===== config.mk =====
export PLATFORM = sky130hd
export DESIGN_NAME = brkb_dev_flat
export DESIGN_NICKNAME = d
export VERILOG_FILES = /design/src/design/brkb_pkg.sv /design/src/design/brkb_if.sv /design/src/design/brkb_cmp.sv /design/src/design/brkb_dev.sv /design/src/flat_wrapper.sv
export VERILOG_INCLUDE_DIRS = /design/src /design/src/design
export SDC_FILE = /design/constraint.sdc
export NUM_CORES = 1
export LEC_CHECK = 0
export BUFFER_PORTS_ARGS = -buffer_cell sky130_fd_sc_hd__clkbuf_2
export CAP_MARGIN = 30
export CORE_MARGIN = 2
export CORE_UTILIZATION = 53
export DETAILED_ROUTE_END_ITERATION = 8
export GPL_TIMING_DRIVEN = 0
export HOLD_SLACK_MARGIN = 0.06
export PLACE_DENSITY = 0.83
export SETUP_SLACK_MARGIN = 0.15
export SYNTH_ARGS = -nofsm -noshare
export SYNTH_HDL_FRONTEND = slang
export SYNTH_SLANG_ARGS = --single-unit

===== constraint.sdc =====
create_clock -name clk_sys -period 2.2 [get_ports clk_sys]
set_clock_uncertainty 0.2 [all_clocks]
set_input_delay 0.44 -clock clk_sys [delete_from_list [all_inputs] [get_ports clk_sys]]
set_output_delay 0.44 -clock clk_sys [all_outputs]
set_load 0.03 [all_outputs]

===== src/design/brkb_defs.svh =====
// Constants of the channel B break data and bus cycle match unit.
// Assumes a single 25 MHz system clock and one register port per unit.
`ifndef BRKB_DEFS_SVH
`define BRKB_DEFS_SVH

// Register indices on the register port
`define BRKB_IDX_DATA 2'h0
`define BRKB_IDX_MASK 2'h1
`define BRKB_IDX_CYC 2'h2
`define BRKB_IDX_CTRL 2'h3

// Reset values
`define BRKB_RST_WORD 32'h0000_0000
`define BRKB_RST_CYC 8'h00
`define BRKB_RST_FLAGS 2'h0

// Bus cycle select register fields
`define BRKB_CYC_W 8
`define BRKB_CYC_PAD 24'h00_0000
`define BRKB_BUS_HI 7
`define BRKB_BUS_LO 6
`define BRKB_ACC_HI 5
`define BRKB_ACC_LO 4
`define BRKB_DIR_HI 3
`define BRKB_DIR_LO 2
`define BRKB_SZ_HI 1
`define BRKB_SZ_LO 0

// Control and flag register fields
`define BRKB_FLAG_LOCAL 0
`define BRKB_FLAG_INTERNAL 1
`define BRKB_DATA_EN 2
`define BRKB_CTRL_PAD 29'h0000_0000

// Selector encodings
`define BRKB_SEL_OFF 2'h0
`define BRKB_BUS_LOCAL_A 2'h1
`define BRKB_BUS_INTERNAL 2'h2
`define BRKB_BUS_LOCAL_B 2'h3
`define BRKB_SZ_BYTE 2'h1
`define BRKB_SZ_WORD 2'h2
`define BRKB_SZ_LONG 2'h3

// Byte lanes
`define BRKB_LANE0_HI 7
`define BRKB_LANE1_HI 15
`define BRKB_LANE1_LO 8
`define BRKB_HALF_HI 15

`endif


===== src/design/brkb_pkg.sv =====
// Types shared by both ends of the channel B break match unit.
// Assumes brkb_defs.svh for the numeric constants.
package brkb_pkg;

   // One observed bus cycle on the local or the internal bus
   typedef struct packed {
      logic valid;
      logic fetch;
      logic write;
      logic [1:0] size;
      logic [31:0] data;
   } brkb_cycle_s;

   // Programming end sequencer states
   typedef enum logic [0:0] {
      BRKB_HS_IDLE,
      BRKB_HS_WAIT
   } brkb_hstate_e;

endpackage


===== src/design/brkb_if.sv =====
// Register port between the programming end and the match unit.
// Assumes both ends run on the same clock and reset.
`timescale 1ns/1ns
interface brkb_if;
   logic req;
   logic we;
   logic [1:0] idx;
   logic [31:0] wdata;
   logic ack;
   logic [31:0] rdata;

   modport dev (
      input req,
      input we,
      input idx,
      input wdata,
      output ack,
      output rdata
   );

   modport host (
      output req,
      output we,
      output idx,
      output wdata,
      input ack,
      input rdata
   );
endinterface


===== src/design/brkb_cmp.sv =====
// Qualifier and masked data compare for one observed bus.
// Assumes the cycle inputs are already on the system clock; purely combinational.
`timescale 1ns/1ns
`include "brkb_defs.svh"
module brkb_cmp #(
   parameter int DW = 32
) (
   input wire logic [1:0] acc_sel,
   input wire logic [1:0] dir_sel,
   input wire logic [1:0] size_sel,
   input wire logic data_en,
   input wire logic [DW-1:0] ref_data,
   input wire logic [DW-1:0] ref_mask,
   input wire brkb_pkg::brkb_cycle_s cyc,
   output logic hit
);
   logic [DW-1:0] diff;
   logic acc_ok;
   logic dir_ok;
   logic size_ok;
   logic data_ok;
   logic lane_ok;

   // Mask bit one drops that bit from the compare
   assign diff = (cyc.data ^ ref_data) & ~ref_mask;

   // Fetch / data access qualifier, off means not compared
   assign acc_ok = (acc_sel == `BRKB_SEL_OFF) ||
                   (acc_sel[0] && cyc.fetch) || (acc_sel[1] && !cyc.fetch);

   // Read / write qualifier
   assign dir_ok = (dir_sel == `BRKB_SEL_OFF) ||
                   (dir_sel[0] && !cyc.write) || (dir_sel[1] && cyc.write);

   // Operand size qualifier
   assign size_ok = (size_sel == `BRKB_SEL_OFF) || (size_sel == cyc.size);

   // A byte may ride either low lane, hence both lanes hold the same byte
   always_comb begin
      unique case (size_sel)
         `BRKB_SZ_BYTE: lane_ok = !(|diff[`BRKB_LANE0_HI:0]) ||
            !(|diff[`BRKB_LANE1_HI:`BRKB_LANE1_LO]);
         `BRKB_SZ_WORD: lane_ok = !(|diff[`BRKB_HALF_HI:0]);
         default: lane_ok = !(|diff);
      endcase
   end

   assign data_ok = !data_en || lane_ok;

   // Every enabled qualifier must hold in the same cycle
   assign hit = cyc.valid && acc_ok && dir_ok && size_ok && data_ok;
endmodule // brkb_cmp


===== src/design/brkb_dev.sv =====
// Channel B break data and bus cycle match unit, documented device end.
// Assumes the local and internal bus cycle views come from logic on clk_sys
// and that the programming end issues one register request at a time.
`timescale 1ns/1ns
`include "brkb_defs.svh"
module brkb_dev #(
   parameter int DW = 32,
   parameter int NBUS = 2
) (
   input wire logic clk_sys,
   input wire logic rst_n,
   brkb_if.dev rb,
   input wire brkb_pkg::brkb_cycle_s local_cycle,
   input wire brkb_pkg::brkb_cycle_s internal_cycle,
   output logic local_hit_q,
   output logic internal_hit_q,
   output logic local_flag_q,
   output logic internal_flag_q
);
   // Stored settings
   logic [DW-1:0] chan_b_break_data_q;
   logic [DW-1:0] chan_b_break_data_mask_q;
   logic [`BRKB_CYC_W-1:0] chan_b_bus_cycle_select_q;
   logic data_en_q;
   logic [NBUS-1:0] flag_q;
   logic [NBUS-1:0] flag_d;
   logic [NBUS-1:0] hit_q;
   logic ack_q;
   logic [DW-1:0] rdata_q;

   // Decoded fields and per-bus results
   logic [1:0] bus_sel;
   logic [1:0] acc_sel;
   logic [1:0] dir_sel;
   logic [1:0] size_sel;
   logic [NBUS-1:0] bus_en;
   logic [NBUS-1:0] raw_hit;
   logic [NBUS-1:0] hit;
   brkb_pkg::brkb_cycle_s cyc_in [NBUS];

   // Write strobes
   logic wr_data;
   logic wr_mask;
   logic wr_cyc;
   logic wr_ctrl;

   // Register write decode, used by every register process
   function automatic logic wr_hit(input logic req, input logic we,
                                   input logic [1:0] idx,
                                   input logic [1:0] want);
      wr_hit = req && we && (idx == want);
   endfunction

   assign wr_data = wr_hit(rb.req, rb.we, rb.idx, `BRKB_IDX_DATA);
   assign wr_mask = wr_hit(rb.req, rb.we, rb.idx, `BRKB_IDX_MASK);
   assign wr_cyc = wr_hit(rb.req, rb.we, rb.idx, `BRKB_IDX_CYC);
   assign wr_ctrl = wr_hit(rb.req, rb.we, rb.idx, `BRKB_IDX_CTRL);

   // Break data comparand
   always_ff @(posedge clk_sys or negedge rst_n) begin
      if (!rst_n) begin
         chan_b_break_data_q <= `BRKB_RST_WORD;
      end else if (wr_data) begin
         chan_b_break_data_q <= rb.wdata;
      end
   end

   // Break data mask; lane duplication for byte size is left to software
   // A mask set in one byte lane only would let a byte match slip through
   always_ff @(posedge clk_sys or negedge rst_n) begin
      if (!rst_n) begin
         chan_b_break_data_mask_q <= `BRKB_RST_WORD;
      end else if (wr_mask) begin
         chan_b_break_data_mask_q <= rb.wdata;
      end
   end

   // Bus cycle select; the reserved upper three bytes are never stored
   // Writes to the reserved bytes are dropped, reads return zero there
   always_ff @(posedge clk_sys or negedge rst_n) begin
      if (!rst_n) begin
         chan_b_bus_cycle_select_q <= `BRKB_RST_CYC;
      end else if (wr_cyc) begin
         chan_b_bus_cycle_select_q <= rb.wdata[`BRKB_CYC_W-1:0];
      end
   end

   // Data include enable, taken into the compare only when set
   always_ff @(posedge clk_sys or negedge rst_n) begin
      if (!rst_n) begin
         data_en_q <= 1'b0;
      end else if (wr_ctrl) begin
         data_en_q <= rb.wdata[`BRKB_DATA_EN];
      end
   end

   // Field split of the bus cycle select register
   assign bus_sel = chan_b_bus_cycle_select_q[`BRKB_BUS_HI:`BRKB_BUS_LO];
   assign acc_sel = chan_b_bus_cycle_select_q[`BRKB_ACC_HI:`BRKB_ACC_LO];
   assign dir_sel = chan_b_bus_cycle_select_q[`BRKB_DIR_HI:`BRKB_DIR_LO];
   assign size_sel = chan_b_bus_cycle_select_q[`BRKB_SZ_HI:`BRKB_SZ_LO];

   // Both odd codes pick the local bus; off picks neither
   assign bus_en[`BRKB_FLAG_LOCAL] = (bus_sel == `BRKB_BUS_LOCAL_A) ||
                                     (bus_sel == `BRKB_BUS_LOCAL_B);
   assign bus_en[`BRKB_FLAG_INTERNAL] = (bus_sel == `BRKB_BUS_INTERNAL);

   assign cyc_in[`BRKB_FLAG_LOCAL] = local_cycle;
   assign cyc_in[`BRKB_FLAG_INTERNAL] = internal_cycle;

   // One comparator per bus; the selector gates which one may match
   // Both comparators run every cycle; gating after them keeps the
   // qualifier logic identical for the two buses
   for (genvar g = 0; g < NBUS; g++) begin : g_bus
      brkb_cmp #(
         .DW(DW)
      ) u_cmp (
         .acc_sel(acc_sel),
         .dir_sel(dir_sel),
         .size_sel(size_sel),
         .data_en(data_en_q),
         .ref_data(chan_b_break_data_q),
         .ref_mask(chan_b_break_data_mask_q),
         .cyc(cyc_in[g]),
         .hit(raw_hit[g])
      );
      assign hit[g] = raw_hit[g] && bus_en[g];
   end

   // Sticky flags: a hit in the clearing cycle wins over the clear,
   // so a match that lands on a clear is never lost; software must
   // clear again once it has read the flag
   always_comb begin
      flag_d = flag_q;
      for (int i = 0; i < NBUS; i++) begin
         if (hit[i]) begin
            flag_d[i] = 1'b1;
         end else if (wr_ctrl && !rb.wdata[i]) begin
            flag_d[i] = 1'b0;
         end
      end
   end

   always_ff @(posedge clk_sys or negedge rst_n) begin
      if (!rst_n) begin
         flag_q <= `BRKB_RST_FLAGS;
      end else begin
         flag_q <= flag_d;
      end
   end

   // Registered one-cycle match pulses, one cycle after the bus cycle
   // Registering costs a cycle of latency but keeps the outputs glitch free
   always_ff @(posedge clk_sys or negedge rst_n) begin
      if (!rst_n) begin
         hit_q <= `BRKB_RST_FLAGS;
      end else begin
         hit_q <= hit;
      end
   end

   // Acknowledge every request one cycle later, reads and writes alike;
   // nothing is ever refused, so the programming end needs no wait
   // states beyond this single cycle
   always_ff @(posedge clk_sys or negedge rst_n) begin
      if (!rst_n) begin
         ack_q <= 1'b0;
      end else begin
         ack_q <= rb.req;
      end
   end

   // Read data shows the value held before a write in the same cycle
   always_ff @(posedge clk_sys or negedge rst_n) begin
      if (!rst_n) begin
         rdata_q <= `BRKB_RST_WORD;
      end else if (rb.req && !rb.we) begin
         unique case (rb.idx)
            `BRKB_IDX_DATA: rdata_q <= chan_b_break_data_q;
            `BRKB_IDX_MASK: rdata_q <= chan_b_break_data_mask_q;
            `BRKB_IDX_CYC: rdata_q <= {`BRKB_CYC_PAD,
                                       chan_b_bus_cycle_select_q};
            `BRKB_IDX_CTRL: rdata_q <= {`BRKB_CTRL_PAD, data_en_q, flag_q};
         endcase
      end
   end

   // Port drive, all straight from flip-flops
   assign rb.ack = ack_q;
   assign rb.rdata = rdata_q;
   assign local_hit_q = hit_q[`BRKB_FLAG_LOCAL];
   assign internal_hit_q = hit_q[`BRKB_FLAG_INTERNAL];
   assign local_flag_q = flag_q[`BRKB_FLAG_LOCAL];
   assign internal_flag_q = flag_q[`BRKB_FLAG_INTERNAL];
endmodule // brkb_dev


===== src/flat_wrapper.sv =====
// flat-port wrapper written by rule: the top's interface ports become plain ports
module brkb_dev_flat 
#(
   parameter int DW = 32,
   parameter int NBUS = 2
)
  (clk_sys, rst_n, local_cycle, internal_cycle, local_hit_q, internal_hit_q, local_flag_q, internal_flag_q, rb_req, rb_we, rb_idx, rb_wdata, rb_ack, rb_rdata);
  brkb_if rb_i ();
  input wire logic clk_sys;
  input wire logic rst_n;
  input wire brkb_pkg::brkb_cycle_s local_cycle;
  input wire brkb_pkg::brkb_cycle_s internal_cycle;
  output logic local_hit_q;
  output logic internal_hit_q;
  output logic local_flag_q;
  output logic internal_flag_q;
  input wire logic [$bits(rb_i.req)-1:0] rb_req;
  input wire logic [$bits(rb_i.we)-1:0] rb_we;
  input wire logic [$bits(rb_i.idx)-1:0] rb_idx;
  input wire logic [$bits(rb_i.wdata)-1:0] rb_wdata;
  output wire logic [$bits(rb_i.ack)-1:0] rb_ack;
  output wire logic [$bits(rb_i.rdata)-1:0] rb_rdata;
  assign rb_i.req = rb_req;
  assign rb_i.we = rb_we;
  assign rb_i.idx = rb_idx;
  assign rb_i.wdata = rb_wdata;
  assign rb_ack = rb_i.ack;
  assign rb_rdata = rb_i.rdata;
  brkb_dev #(.DW(DW), .NBUS(NBUS)) u_core (.clk_sys(clk_sys), .rst_n(rst_n), .rb(rb_i), .local_cycle(local_cycle), .internal_cycle(internal_cycle), .local_hit_q(local_hit_q), .internal_hit_q(internal_hit_q), .local_flag_q(local_flag_q), .internal_flag_q(internal_flag_q));
endmodule

==> results.yml <==
yosys:
  yosysSeqAreaShare: 0.500
  ys_warn_count: 0
  yosys.area.top_type: "dfrtp_1"
  syn_area_sq_um: 5500
  synth_cells: 460
  synthTopCellsByArea: "dfrtp_1 (50%), mux2_2 (16%), xnor2_1 (11%)"
  synth.distinct_cells: 29
  synth_top_area_frac: 0.500
  ys_ff_latch: 110
  synthesis.nets: 575
  syn_area_per_cell_sq_um: 12.0
sta:
  timing.hold.ws_ns: 0.109
  fin_ws_ns: -0.0503
  rsz0062_at_grt: "yes"
  drv_slew: 0
  min_period_ns: 2.25
  timing.final.crit_share: 1.02
  slew_headroom: 0.426
  fmax_ghz: 0.444
  setup_violations: 2
  worstMarginPinSlew_ns: 0.861
  hold_viol: 0
routing:
  wl_um: 14300
  antenna_left: 0
  first_iter_violations: 236
  drt_first_pass_iters: 4
  avgViaCountPerCell: 5.63
  drc: 0
  routedWlPerCell_um: 18.4
  vias: 4389
critical_path:
  crit_arrival_ns: 2.35
  crit_path_top_delay_cell: "or4_4"
  cp.required_ns: 2.30
  path_common_cell: "or4_4"
  criticalPathCategory: "register to register"
  cp_slowest_stage_delay_ns: 0.55
  worstPathMaxFanout: 3
  cp-end-kind: "register"
  worstPathCellList: "buf_4 -> xnor2_1 -> o22ai_1 -> or4_4 -> or4_4 -> nand2_1"
  startpoint_type: "register"
  r2r_cells: 6
power:
  cellPowerDensity_nw_per_um2: 911
  cellLeakagePower_nw: 3.17
  peakVddDrop_v: 0.000427
  p_sw_frac: 0.344
  p_int_mw: 4.11
  pwr-share-comb: 0.322
  p_sw_mw: 2.16
  clock_power_share: 0.211
  seq_power_share: 0.467
floorplanning:
  rows: 37
  dieWidth_um: 106
  ioPinCount: 149
  die_y_um: 106
  initial_utilization: 0.540
  coreArea_sq_um: 10200
  dieArea_sq_um: 11200
outcome:
  status: "finished, violations left"
  violations: "negative setup slack"
grt:
  overflow: 0
  grt_usage: 0.257
  grt_pass1_wl_um: 22300
  antenna_found_initial: 0
  grt_max_degree: 111
  grt_pass1_vias: 4457
cts:
  cts.reportedPaths.clkPinSlew_ns: 0.11
  clock_path_buffers: 2
  h-tree-depth: 3
  cts_tree: "built"
  cts_root_buf: "clkbuf_8"
  cts_sinks: 110
  cts_made_buffers: 9
  clk_latency_ns: 0.37
min_path:
  holdPathStages: 2
  min_path_type: "primary input to register"
finish:
  layout_common_cells: "clkbuf_2 (147), dfrtp_1 (105), mux2_2 (76)"
  diodes: 0
  area_growth_pct: 25.0
  nets: 754
  final_cells: 779
  drive_gt1_frac: 0.451
  final_common_cell: "clkbuf_2"
place:
  post-dp-hpwl_um: 10400
  port_buffers: 147
  placed_cells: 743
  gp_congestion: 0.919
run:
  maxCapViolCount: 0
==> worst max-delay path, delay by kind of cell (launching register included) <==
kind | cells | cell delay [ns]
and+or+nand+nor | 3 | 1.09
AOI/OAI and AO/OA | 1 | 0.11
DFF | 1 | 0.45
xor gates and xnor gates | 1 | 0.18
buffers and inverters | 1 | 0.14
==> sequential cells by signal, indices dropped and copies added, names as in the netlist <==
register                          count
u_core.hit_q                          2
u_core.chan_b_bus_cycle_select_q      8
u_core.rb.ack                         1
u_core.chan_b_break_data_q           32
u_core.flag_q                         2
u_core.rb.rdata                      32
u_core.data_en_q                      1
u_core.chan_b_break_data_mask_q      32
==> path summary, 6_finish.rpt <==
path,startpoint,to,slack [ns]
setup reg to reg,u_core.chan_b_break_data_q[15]$_DFFE_PN0P_,u_core.hit_q[0]$_DFF_PN0_,-0.05
hold / removal,rb_wdata[19],u_core.chan_b_break_data_mask_q[19]$_DFFE_PN0P_,0.11
hold reg to reg,u_core.rb.rdata[28]$_DFFE_PN0P_,u_core.rb.rdata[28]$_DFFE_PN0P_,0.29
setup / recovery,u_core.chan_b_break_data_q[15]$_DFFE_PN0P_,u_core.hit_q[0]$_DFF_PN0_,-0.05
max in group asynchronous,rst_n,u_core.chan_b_break_data_q[15]$_DFFE_PN0P_,0.63
min in group asynchronous,rst_n,u_core.rb.rdata[4]$_DFFE_PN0P_,0.55
==> cell type report <==
cell class,count,area [sq um]
clock inverter,5,85.1
clock buffer,10,128
sequential,110,2760
buffer,17,73.8
tap,136,170
fill,804,3310
timing repair buffer,168,911
multi-input combinational,329,2740
inverter,4,15.0
==> timing repair <==
item / in CTS / in global routing
buffers inserted: 13 / 6
endpoints found under the hold margin: 111 / 0
hold buffers: 2 / 0
resized for setup: 12 / 9
pin swaps: 22 / 9
setup endpoints to repair: 12 / 34
==> per-stage QoR <==
| step | worst slack (ns) | TNS [ns] | utilization | power (mW) | instance area (sq um) |
|---|---|---|---|---|---|
| after floorplan | 0.144 | 0 | - | 4.13 | 5500 |
| after global placement | -0.949 | -110.77 | 0.629 | 4.68 | 6410 |
| after detailed placement | -0.233 | -11.28 | 0.630 | 4.78 | 6420 |
| after CTS | 0.0510 | 0 | 0.668 | 6.20 | 6810 |
| after global routing | -0.0716 | -0.185 | 0.675 | 6.59 | 6880 |
| final | -0.0503 | -0.0762 | 0.675 | 6.27 | 6880 |
==> cells by family after synthesis <==
group | synth area share
xor gates and xnor gates | 0.108
adders and majority gates | 0.00682
AOI/OAI and AO/OA | 0.0844
and+or+nand+nor | 0.0637
buffers and inverters | 0.0159
muxes | 0.221
DFF | 0.500
==> synth_stat cells, drive strengths merged <==
cell type / count
mux2i: 29
o31ai: 2
o22ai: 28
mux4: 3
inv: 4
a21oi: 9
o21ai: 34
nand2: 35
dfrtp: 110
o22a: 2
nor4: 3
nand3: 3
or4: 6
clkbuf: 8
mux2: 76
ha: 3
or2: 1
nand4: 1
nor2b: 1
buf: 9
nand3b: 5
nor3: 4
o211ai: 2
xnor2: 68
o2111ai: 3
nand2b: 3
nor2: 8
==> routing by layer <==
layer,wire length [um],vias to the layer above,global-route usage
li1,-,2014,-
met1,5750,2137,0.313
met2,7040,173,0.437
met3,873,65,0.0544
met4,637,0,0.119
met5,0,-,0
==> power by group through the flow <==
stage	logic, mW	clock network [mW]	registers [mW]
2_1_floorplan	1.03	0	3.10
3_3_place_gp	1.76	0	2.92
3_5_place_dp	1.83	0	2.96
4_1_cts	1.96	1.34	2.91
5_1_grt	2.18	1.43	2.98
6_report	2.02	1.32	2.92
Power figures use the tool's default switching activity.
